--- src/include/rtcu_params.svh ---
// offsets, field positions, reset values and timing figures of the clock core
// assumes inclusion by bare name from the core, chain and bench files
`ifndef RTCU_PARAMS_SVH
`define RTCU_PARAMS_SVH

`define RTCU_IDX_SEC 7'h00
`define RTCU_IDX_MIN 7'h02
`define RTCU_IDX_HOUR 7'h04
`define RTCU_NUM_TIME 7'h0a
`define RTCU_IDX_A 7'h0a
`define RTCU_IDX_B 7'h0b
`define RTCU_IDX_C 7'h0c
`define RTCU_IDX_D 7'h0d
`define RTCU_NUM_BYTES 128
`define RTCU_A_UIP 7
`define RTCU_A_OSC_HI 6
`define RTCU_A_OSC_LO 4
`define RTCU_B_SET 7
`define RTCU_B_UIE 4
`define RTCU_B_DM 2
`define RTCU_C_SUMMARY_IRQ_FLAG 7
`define RTCU_C_UF 4
`define RTCU_D_VRT 7
`define RTCU_OSC_NORMAL 3'h2
`define RTCU_OSC_RESET 3'h2
`define RTCU_UNDEF_BYTE 8'hff
`define RTCU_CLK_HZ 125000000
`define RTCU_TB_HZ 32768
`define RTCU_UPD_US 1984
`define RTCU_LEAD_US 244
`define RTCU_START_MS 500
`define RTCU_CHAIN_W 15

`endif

--- src/include/rtcu_pkg.sv ---
// types shared by the clock core files
// assumes nothing beyond a SystemVerilog compiler
`default_nettype none
package rtcu_pkg;
  typedef logic [7:0] rtcu_byte_t;
  typedef enum logic [1:0] {UPD_IDLE, UPD_PEND, UPD_BUSY} rtcu_upd_e;
endpackage
`default_nettype wire

--- src/verilog/rtcu_core.sv ---
// clock core: time base, update cycle, control and flag bytes, index/data access
// assumes bus strobes and pins synchronous to clk; rst_b is the power-up of the clock well
`default_nettype none
`include "rtcu_params.svh"
module rtcu_core #(
  parameter int unsigned CLK_HZ = `RTCU_CLK_HZ,
  parameter int unsigned TB_HZ = `RTCU_TB_HZ
) (
  input wire logic clk,
  input wire logic rst_b,
  input wire logic primary_reset_b,
  input wire logic battery_sense_input,
  input wire logic bus_data_sel,
  input wire logic bus_wr,
  input wire logic bus_rd,
  input wire rtcu_pkg::rtcu_byte_t bus_wdata,
  output rtcu_pkg::rtcu_byte_t bus_rdata,
  output logic irq
);
  localparam int unsigned CW = `RTCU_CHAIN_W;
  // durations in nominal base ticks; TB_HZ only sets how often a tick comes
  localparam int unsigned UPD_TICKS = (`RTCU_UPD_US * `RTCU_TB_HZ) / 1000000;
  localparam int unsigned LEAD_TICKS = (`RTCU_LEAD_US * `RTCU_TB_HZ + 999999) / 1000000;
  localparam int unsigned START_TICKS = (`RTCU_START_MS * `RTCU_TB_HZ) / 1000;
  localparam logic [CW-1:0] PEND_AT = CW'((1 << CW) - LEAD_TICKS);
  localparam logic [6:0] UPD_LAST = 7'(UPD_TICKS - 1);
  localparam logic [31:0] TB_INC = 32'(TB_HZ);
  localparam logic [31:0] CLK_MOD = 32'(CLK_HZ);

  initial
  begin
    if (TB_HZ == 0 || TB_HZ > CLK_HZ || UPD_TICKS < 1 || UPD_TICKS > 127 || START_TICKS >= (1 << CW))
      $error("rtcu_core: clock rates cannot serve the time base");
  end

  logic [31:0] acc_r;
  logic [2:0] osc_ctrl_r;
  logic [3:0] rate_sel_r;
  rtcu_pkg::rtcu_byte_t ctl_b_r;
  rtcu_pkg::rtcu_byte_t ram_r [`RTCU_NUM_BYTES];
  logic [6:0] idx_r;
  logic [6:0] upd_cnt_r;
  logic uf_r;
  logic summary_irq_flag_r;
  logic vrt_r;
  logic mrst_d_r;
  rtcu_pkg::rtcu_upd_e upd_r;
  rtcu_pkg::rtcu_upd_e upd_nxt;
  logic [CW-1:0] chain_cnt;
  logic chain_wrap;
  logic osc_run;
  logic osc_hold;
  logic osc_on;
  logic tb_tick;
  logic logic_clr;
  logic upd_done;
  logic inhibit;
  logic update_in_progress_flag;
  logic data_wr;
  logic data_rd;
  logic time_idx;
  rtcu_pkg::rtcu_byte_t sec_nxt;
  rtcu_pkg::rtcu_byte_t min_nxt;
  rtcu_pkg::rtcu_byte_t hour_nxt;
  logic sec_carry;
  logic min_carry;

  assign osc_run = osc_ctrl_r == `RTCU_OSC_NORMAL;
  assign osc_hold = osc_ctrl_r[2:1] == 2'b11;
  assign osc_on = osc_run || osc_hold;
  assign tb_tick = osc_on && (acc_r + TB_INC >= CLK_MOD);
  assign inhibit = ctl_b_r[`RTCU_B_SET] || !osc_run || logic_clr;
  assign update_in_progress_flag = upd_r != rtcu_pkg::UPD_IDLE;
  assign data_wr = bus_wr && bus_data_sel;
  assign data_rd = bus_rd && bus_data_sel;
  assign time_idx = idx_r < `RTCU_NUM_TIME;
  assign irq = summary_irq_flag_r;

  // fractional divider from the system clock to the 32768 Hz base
  always_ff @(posedge clk or negedge rst_b)
  begin
    if (!rst_b)
      acc_r <= '0;
    else if (tb_tick)
      acc_r <= acc_r + TB_INC - CLK_MOD;
    else if (osc_on)
      acc_r <= acc_r + TB_INC;
  end

  rtcu_chain #(
    .WIDTH(CW),
    .PRELOAD((1 << CW) - START_TICKS)
  ) u_chain (
    .clk(clk),
    .rst_b(rst_b),
    .clr(logic_clr),
    .hold(osc_hold),
    .adv(tb_tick && osc_run),
    .count(chain_cnt),
    .wrap(chain_wrap)
  );

  // battery check at master reset release
  always_ff @(posedge clk or negedge rst_b)
  begin
    if (!rst_b)
      mrst_d_r <= 1'b0;
    else
      mrst_d_r <= primary_reset_b;
  end
  assign logic_clr = primary_reset_b && !mrst_d_r && !battery_sense_input;

  // oscillator code survives the clock-logic reset
  always_ff @(posedge clk or negedge rst_b)
  begin
    if (!rst_b)
      osc_ctrl_r <= `RTCU_OSC_RESET;
    else if (data_wr && idx_r == `RTCU_IDX_A)
      osc_ctrl_r <= bus_wdata[`RTCU_A_OSC_HI:`RTCU_A_OSC_LO];
  end

  always_ff @(posedge clk or negedge rst_b)
  begin
    if (!rst_b)
    begin
      rate_sel_r <= '0;
      ctl_b_r <= '0;
    end
    else if (logic_clr)
    begin
      rate_sel_r <= '0;
      ctl_b_r <= '0;
    end
    else if (data_wr && idx_r == `RTCU_IDX_A)
      rate_sel_r <= bus_wdata[3:0];
    else if (data_wr && idx_r == `RTCU_IDX_B)
      ctl_b_r <= bus_wdata;
  end

  always_ff @(posedge clk or negedge rst_b)
  begin
    if (!rst_b)
      idx_r <= '0;
    else if (bus_wr && !bus_data_sel)
      idx_r <= bus_wdata[6:0];
  end

  // update sequencer
  always_comb
  begin
    upd_nxt = upd_r;
    unique case (upd_r)
      rtcu_pkg::UPD_IDLE:
        if (chain_cnt >= PEND_AT)
          upd_nxt = rtcu_pkg::UPD_PEND;
      rtcu_pkg::UPD_PEND:
        if (chain_wrap)
          upd_nxt = rtcu_pkg::UPD_BUSY;
      rtcu_pkg::UPD_BUSY:
        if (tb_tick && upd_cnt_r == UPD_LAST)
          upd_nxt = rtcu_pkg::UPD_IDLE;
    endcase
    if (inhibit)
      upd_nxt = rtcu_pkg::UPD_IDLE;
  end
  assign upd_done = !inhibit && upd_r == rtcu_pkg::UPD_BUSY && tb_tick && upd_cnt_r == UPD_LAST;

  always_ff @(posedge clk or negedge rst_b)
  begin
    if (!rst_b)
      upd_r <= rtcu_pkg::UPD_IDLE;
    else
      upd_r <= upd_nxt;
  end

  always_ff @(posedge clk or negedge rst_b)
  begin
    if (!rst_b)
      upd_cnt_r <= '0;
    else if (upd_r != rtcu_pkg::UPD_BUSY)
      upd_cnt_r <= '0;
    else if (tb_tick)
      upd_cnt_r <= upd_cnt_r + 7'h01;
  end

  // time fields step in the selected format
  rtcu_incr #(.LIMIT(59)) u_sec (
    .value_in(ram_r[`RTCU_IDX_SEC]),
    .bcd_mode(!ctl_b_r[`RTCU_B_DM]),
    .value_out(sec_nxt),
    .carry(sec_carry)
  );
  rtcu_incr #(.LIMIT(59)) u_min (
    .value_in(ram_r[`RTCU_IDX_MIN]),
    .bcd_mode(!ctl_b_r[`RTCU_B_DM]),
    .value_out(min_nxt),
    .carry(min_carry)
  );
  rtcu_incr #(.LIMIT(23)) u_hour (
    .value_in(ram_r[`RTCU_IDX_HOUR]),
    .bcd_mode(!ctl_b_r[`RTCU_B_DM]),
    .value_out(hour_nxt),
    .carry()
  );

  // byte store; master reset clears it only with a low battery
  always_ff @(posedge clk or negedge rst_b)
  begin
    if (!rst_b)
    begin
      for (int i = 0; i < `RTCU_NUM_BYTES; i++)
        ram_r[i] <= '0;
    end
    else if (logic_clr)
    begin
      for (int i = 0; i < `RTCU_NUM_BYTES; i++)
        ram_r[i] <= '0;
    end
    else if (upd_done)
    begin
      ram_r[`RTCU_IDX_SEC] <= sec_nxt;
      if (sec_carry)
        ram_r[`RTCU_IDX_MIN] <= min_nxt;
      if (sec_carry && min_carry)
        ram_r[`RTCU_IDX_HOUR] <= hour_nxt;
    end
    else if (data_wr && !(time_idx && update_in_progress_flag) && (idx_r < `RTCU_IDX_A || idx_r > `RTCU_IDX_D))
      ram_r[idx_r] <= bus_wdata;
  end

  // update-ended and summary flags, read of index 0ch clears, set wins
  always_ff @(posedge clk or negedge rst_b)
  begin
    if (!rst_b)
    begin
      uf_r <= 1'b0;
      summary_irq_flag_r <= 1'b0;
    end
    else if (logic_clr)
    begin
      uf_r <= 1'b0;
      summary_irq_flag_r <= 1'b0;
    end
    else if (upd_done)
    begin
      uf_r <= 1'b1;
      summary_irq_flag_r <= ctl_b_r[`RTCU_B_UIE] | (summary_irq_flag_r & !(data_rd && idx_r == `RTCU_IDX_C));
    end
    else if (data_rd && idx_r == `RTCU_IDX_C)
    begin
      uf_r <= 1'b0;
      summary_irq_flag_r <= 1'b0;
    end
  end

  // valid flag: cleared by low battery, reads one once read
  always_ff @(posedge clk or negedge rst_b)
  begin
    if (!rst_b)
      vrt_r <= 1'b0;
    else if (logic_clr)
      vrt_r <= 1'b0;
    else if (data_rd && idx_r == `RTCU_IDX_D)
      vrt_r <= 1'b1;
  end

  always_ff @(posedge clk or negedge rst_b)
  begin
    if (!rst_b)
      bus_rdata <= '0;
    else if (bus_rd && !bus_data_sel)
      bus_rdata <= {1'b0, idx_r};
    else if (data_rd)
    begin
      if (time_idx && upd_r == rtcu_pkg::UPD_BUSY)
        bus_rdata <= `RTCU_UNDEF_BYTE;
      else if (idx_r == `RTCU_IDX_A)
        bus_rdata <= {update_in_progress_flag, osc_ctrl_r, rate_sel_r};
      else if (idx_r == `RTCU_IDX_B)
        bus_rdata <= ctl_b_r;
      else if (idx_r == `RTCU_IDX_C)
        bus_rdata <= {summary_irq_flag_r, 2'b00, uf_r, 4'h0};
      else if (idx_r == `RTCU_IDX_D)
        bus_rdata <= {vrt_r, 7'h00};
      else
        bus_rdata <= ram_r[idx_r];
    end
  end
endmodule // rtcu_core
`default_nettype wire

--- src/verilog/rtcu_incr.sv ---
// one time field stepped by one, binary or bcd, wrapping past a limit
// assumes the field holds a valid value of the selected format
`default_nettype none
module rtcu_incr #(
  parameter int unsigned LIMIT = 59
) (
  input wire rtcu_pkg::rtcu_byte_t value_in,
  input wire logic bcd_mode,
  output rtcu_pkg::rtcu_byte_t value_out,
  output logic carry
);
  localparam logic [7:0] LIM_BIN = 8'(LIMIT);
  localparam logic [7:0] LIM_BCD = 8'(((LIMIT / 10) << 4) | (LIMIT % 10));

  initial
  begin
    if (LIMIT > 99)
      $error("rtcu_incr: limit above 99");
  end

  always_comb
  begin
    carry = value_in >= (bcd_mode ? LIM_BCD : LIM_BIN);
    if (carry)
      value_out = 8'h00;
    else if (bcd_mode && value_in[3:0] >= 4'h9)
      value_out = {value_in[7:4] + 4'h1, 4'h0};
    else
      value_out = value_in + 8'h01;
  end
endmodule // rtcu_incr
`default_nettype wire

--- src/verilog/rtcu_chain.sv ---
// fifteen-stage up-counting chain of the time base, with hold and clear
// assumes adv pulses once per time-base tick
`default_nettype none
`include "rtcu_params.svh"
module rtcu_chain #(
  parameter int unsigned WIDTH = `RTCU_CHAIN_W,
  parameter int unsigned PRELOAD = 16384
) (
  input wire logic clk,
  input wire logic rst_b,
  input wire logic clr,
  input wire logic hold,
  input wire logic adv,
  output logic [WIDTH-1:0] count,
  output logic wrap
);
  initial
  begin
    if (WIDTH < 2 || WIDTH > 30 || PRELOAD >= (1 << WIDTH))
      $error("rtcu_chain: bad width or preload");
  end

  assign wrap = adv && !hold && (count == {WIDTH{1'b1}});

  always_ff @(posedge clk or negedge rst_b)
  begin
    if (!rst_b)
      count <= '0;
    else if (clr || hold)
      count <= WIDTH'(PRELOAD);
    else if (adv)
      count <= count + 1'b1;
  end
endmodule // rtcu_chain
`default_nettype wire

--- config.mk ---
export PLATFORM = sky130hd
export DESIGN_NAME = rtcu_core
export DESIGN_NICKNAME = d
export VERILOG_FILES = /design/src/include/rtcu_pkg.sv /design/src/verilog/rtcu_core.sv /design/src/verilog/rtcu_incr.sv /design/src/verilog/rtcu_chain.sv
export VERILOG_INCLUDE_DIRS = /design/src /design/src/include
export SDC_FILE = /design/constraint.sdc
export NUM_CORES = 2
export LEC_CHECK = 0
export ABC_AREA = 1
export BUFFER_PORTS_ARGS = -buffer_cell sky130_fd_sc_hd__buf_2
export CAP_MARGIN = 5
export CORE_ASPECT_RATIO = 1.4
export CORE_MARGIN = 2
export CORE_UTILIZATION = 38
export DETAILED_ROUTE_END_ITERATION = 8
export PLACE_DENSITY = 0.55
export RECOVER_POWER = 100
export SLEW_MARGIN = 40
export SYNTH_ARGS = -nofsm -noshare
export SYNTH_HDL_FRONTEND = slang
export SYNTH_HIERARCHICAL = 1
export SYNTH_SLANG_ARGS = --single-unit
export TNS_END_PERCENT = 10
--- constraint.sdc ---
create_clock -name clk -period 4.4 [get_ports clk]
set_input_delay 0.88 -clock clk [delete_from_list [all_inputs] [get_ports clk]]
set_output_delay 0.88 -clock clk [all_outputs]
set_load 0.1 [all_outputs]
==> flow_metrics.py <==
metrics = {
    "cts": {
        "cts_repair_resize_count": 0,
        "cts_max_path_buffers": 3,
        "h-tree-depth": 3,
        "post-cts-setup-buffers": 0,
        "cts-hold-fix-buffers": 0,
        "clkTransAtPathRegs_ns": 0.07,
        "cts_tree": "built",
        "clkLatencyLatePin_ns": 0.77,
        "number_of_clock_buffers_inserted_by_tritoncts": 109,
        "clock_sink_count": 1108,
        "cts-root-buf": "sky130_fd_sc_hd__clkbuf_16",
    },
    "global_routing": {
        "grt_start_max_net_pins": 103,
        "grt_most_used_layer": "met2",
        "first_global_vias": 46275,
        "gr-usage-all-layers_pct": 27.1,
        "grtUsageMet1_pct": 34.3,
        "grt.overflow.total": 0,
        "antenna_violations_before_repair": 7,
        "grt_first_pass_wirelength_um": 297000,
        "gr_layer_usage_met2_pct": 45.8,
        "gr_met3_demand_resource_pct": 3.49,
    },
    "job": {
        "drv.max_cap_violation_count": 9,
    },
    "logic_synthesis": {
        "post_synthesis_net_count": 6751,
        "post-synth-top-area-cell": "sky130_fd_sc_hd__dfrtp_1",
        "yosysTopAreaCellShare_pct": 51.7,
        "synth-seq-cells": 1108,
        "postSynth.asyncResetShare_pct": 100,
        "ys.flop_type": "sky130_fd_sc_hd__dfrtp_1",
        "avgSynthCellArea_um2": 7.99,
        "yosys_warnings": 6,
        "synth_seq_area_share_pct": 51.8,
        "netlist_area_pre_place_um2": 53600,
        "synth_cell_types": 58,
        "yosysMostFrequentCell": "sky130_fd_sc_hd__nand2_1",
        "synthTopCellsByArea": "sky130_fd_sc_hd__dfrtp_1 (52%), sky130_fd_sc_hd__nand2_1 (19%), sky130_fd_sc_hd__o21ai_1 (6.9%)",
        "synthTopCellsByCount": "sky130_fd_sc_hd__nand2_1 (2716), sky130_fd_sc_hd__dfrtp_1 (1107), sky130_fd_sc_hd__o21ai_1 (743)",
        "syn_inst": 6703,
        "synth-edff-count": 0,
    },
    "floorplanning": {
        "placementRows": 163,
        "area_of_the_core_um2": 141000,
        "fp.dieH_um": 448,
        "initial_core_util_pct": 38.1,
        "die_w_um": 321,
        "die-area_um2": 144000,
        "boundaryPins": 24,
    },
    "timing": {
        "worst_clock_skew_ns": 0.0408,
        "max_slew_violations": 632,
        "timing.slew.headroom_pct": -43.4,
        "setup_tns_ns": 0,
        "period_share_pct": 94.9,
        "final_hold_viol_count": 0,
        "max_clock_freq_mhz": 239,
        "rsz0062_at_grt": "false",
        "timing.hold.ws_ns": 0.264,
        "transition_time_at_the_pin_with_the_least_slew_margin_ns": 2.15,
        "fin_crit_period_ns": 4.18,
        "final_setup_violating_endpoints": 0,
    },
    "worst_setup_path": {
        "slowest_delay_ns": 0.64,
        "cpMaxStageDelayCell": "sky130_fd_sc_hd__o21ai_0",
        "critical_path_arrival_ns": 4.82,
        "worst_setup_path_end_kind": "register",
        "type_of_the_setup_path_with_the_least_slack": "register to register",
        "worstSetupStartpointType": "register",
        "crit_path_cell_trace": "inv_2 -> buf_4 -> nand2_1 -> nor2_4 -> buf_12 -> nand2_1 -> nand4_1 -> o21ai_0 -> nand2_1 -> nor2_1 -> nand2_1 -> nor2_1 -> nand2_1 -> nand2_1 -> nand2_1 -> nand2_1 -> nand2_1 -> nand2_1 -> nand2_1",
        "timing.critical_path.mode_cell": "sky130_fd_sc_hd__nand2_1",
        "worstPathMaxFanout": 29,
        "required_ns": 5.04,
    },
    "pwr": {
        "report.power.total_mw": 25.0,
        "power_per_cell_area_nw_per_um2": 425,
        "p_leak_nw": 27.0,
        "power.ir.vdd_worst_mv": 0.320,
    },
    "layout": {
        "post_route_cells_drive_above_1_share_pct": 7.16,
        "layout-area-overhead-vs-synth_pct": 10.1,
        "final_layout_net_count": 6730,
    },
    "detailed_routing": {
        "drt.antenna.violating_nets": 0,
        "detailedRoute.firstIterationViolations": 4936,
        "pre_antenna_drt_iters": 6,
        "wl_per_cell_um": 22.8,
        "detail_route.wirelength_um": 196000,
        "vias": 46748,
        "remaining_routing_drc_violations": 0,
        "post_drt_via_cell_ratio": 5.44,
    },
    "placement": {
        "globalplace.congestion": 0.891,
        "final_hpwl_dp_um": 125000,
        "place.port_buffers": 23,
    },
    "worst_hold_path": {
        "hp-class": "input port to register",
    },
    "run_status": {
        "violated_checks": "capacitance limit, slew limit",
        "status": "finished with violations",
    },
}
[layer usage]
layer | wire (um) | up-vias
met5 | 63 | -
met4 | 10200 | 10
met3 | 11700 | 403
met2 | 94400 | 1594
met1 | 79500 | 23070
li1 | - | 21671
[critical path, delay by kind of cell (launching register included)]
| family | cells | cell delay, ns |
|---|---|---|
| AOI/OAI and AO/OA | 1 | 0.64 |
| buffers and inverters | 3 | 0.60 |
| DFF | 1 | 0.61 |
| and+or+nand+nor | 15 | 2.13 |
[flip-flops by register name (all words and copies together) (netlist names), 2 cells and up]
| signal | cells |
|---|---|
| acc_r | 26 |
| bus_rdata | 8 |
| ctl_b_r | 8 |
| idx_r | 7 |
| osc_ctrl_r | 3 |
| ram_r | 1024 |
| rate_sel_r | 4 |
| u_chain/count | 15 |
| upd_cnt_r | 7 |
| upd_r | 2 |
[cell usage in the layout (no fill, tap or decap), types with 8 or more instances in the layout]
cell / count
sky130_fd_sc_hd__nand2_2: 17
sky130_fd_sc_hd__o21ai_0: 974
sky130_fd_sc_hd__buf_4: 75
sky130_fd_sc_hd__clkbuf_2: 12
sky130_fd_sc_hd__clkbuf_16: 110
sky130_fd_sc_hd__or2_2: 14
sky130_fd_sc_hd__nand3b_1: 12
sky130_fd_sc_hd__nor2_2: 19
sky130_fd_sc_hd__a21oi_1: 111
sky130_fd_sc_hd__clkbuf_8: 24
sky130_fd_sc_hd__nor3_1: 8
sky130_fd_sc_hd__nand2_4: 12
sky130_fd_sc_hd__o21ai_2: 49
sky130_fd_sc_hd__clkbuf_1: 58
sky130_fd_sc_hd__nand4_1: 135
sky130_fd_sc_hd__clkinv_2: 22
sky130_fd_sc_hd__o21ai_4: 17
sky130_fd_sc_hd__nand2_1: 2709
sky130_fd_sc_hd__o21ai_1: 201
sky130_fd_sc_hd__ha_1: 33
sky130_fd_sc_hd__nor2_1: 326
sky130_fd_sc_hd__buf_12: 33
sky130_fd_sc_hd__inv_2: 14
sky130_fd_sc_hd__buf_2: 11
sky130_fd_sc_hd__nor2_4: 12
sky130_fd_sc_hd__inv_1: 361
sky130_fd_sc_hd__nand3_1: 110
sky130_fd_sc_hd__a22oi_1: 65
sky130_fd_sc_hd__dfrtp_1: 1104
sky130_fd_sc_hd__xor2_1: 23
[worst paths after layout]
check / startpoint / endpoint / slack [ns] / cells after the start
max in group asynchronous: rst_b / ram_r[525] / 0.65 / 3
worst min register to register: ram_r[916] / ram_r[916] / 0.47 / 2
min in group asynchronous: rst_b / ram_r[205] / 0.67 / 1
worst min-delay path: primary_reset_b / mrst_d_r / 0.26 / 1
worst max register to register: idx_r[2] / bus_rdata[3] / 0.22 / 19
worst max-delay path: idx_r[2] / bus_rdata[3] / 0.22 / 19
[kinds of logic (layout without fill, tap and decap cells)]
family                   after synthesis  count (layout)  share of synthesized area (%)
AND/OR/NAND/NOR                     3396            3396                           25.4
adder cells (fa/ha/maj)               33              33                          0.771
flip-flops                          1108            1108                           51.8
AO/OA/AOI/OAI                       1451            1451                           16.2
buffers and inverters                681             752                           5.29
XOR/XNOR                              33              33                          0.582
other                                  1               3                        0.00700
[power breakdown]
| part | internal, mW | switching (mW) | total (mW) |
|---|---|---|---|
| clock | 5.38 | 4.33 | 9.71 |
| sequential | 11.0 | 0.588 | 11.6 |
| combinational | 0.948 | 2.76 | 3.71 |
| total | 17.4 | 7.67 | 25.0 |
[per-stage QoR]
stage          setup slack [ns]  utilization [%]  instance area, um2  cells
4_1_cts                   0.287             42.7               60000   8589
3_5_place_dp              0.316             40.1               56400   8386
3_3_place_gp              0.301             40.1               56400   8386
6_report                  0.224             41.9               58900   8591
5_1_grt                  0.0999             41.9               58900   8590
2_1_floorplan              1.16                -               53600   6703
[final cells by class]
| class | count | area (um2) |
|---|---|---|
| antenna | 2 | 5.00 |
| clock buffer | 167 | 3210 |
| clock inverter | 36 | 408 |
| fill | 14421 | 81600 |
| inverter | 385 | 1460 |
| multi-input combinational | 4914 | 22300 |
| sequential | 1108 | 27700 |
| tap | 1815 | 2270 |
| timing repair buffer | 164 | 1510 |
Power figures use the tool's default switching activity.
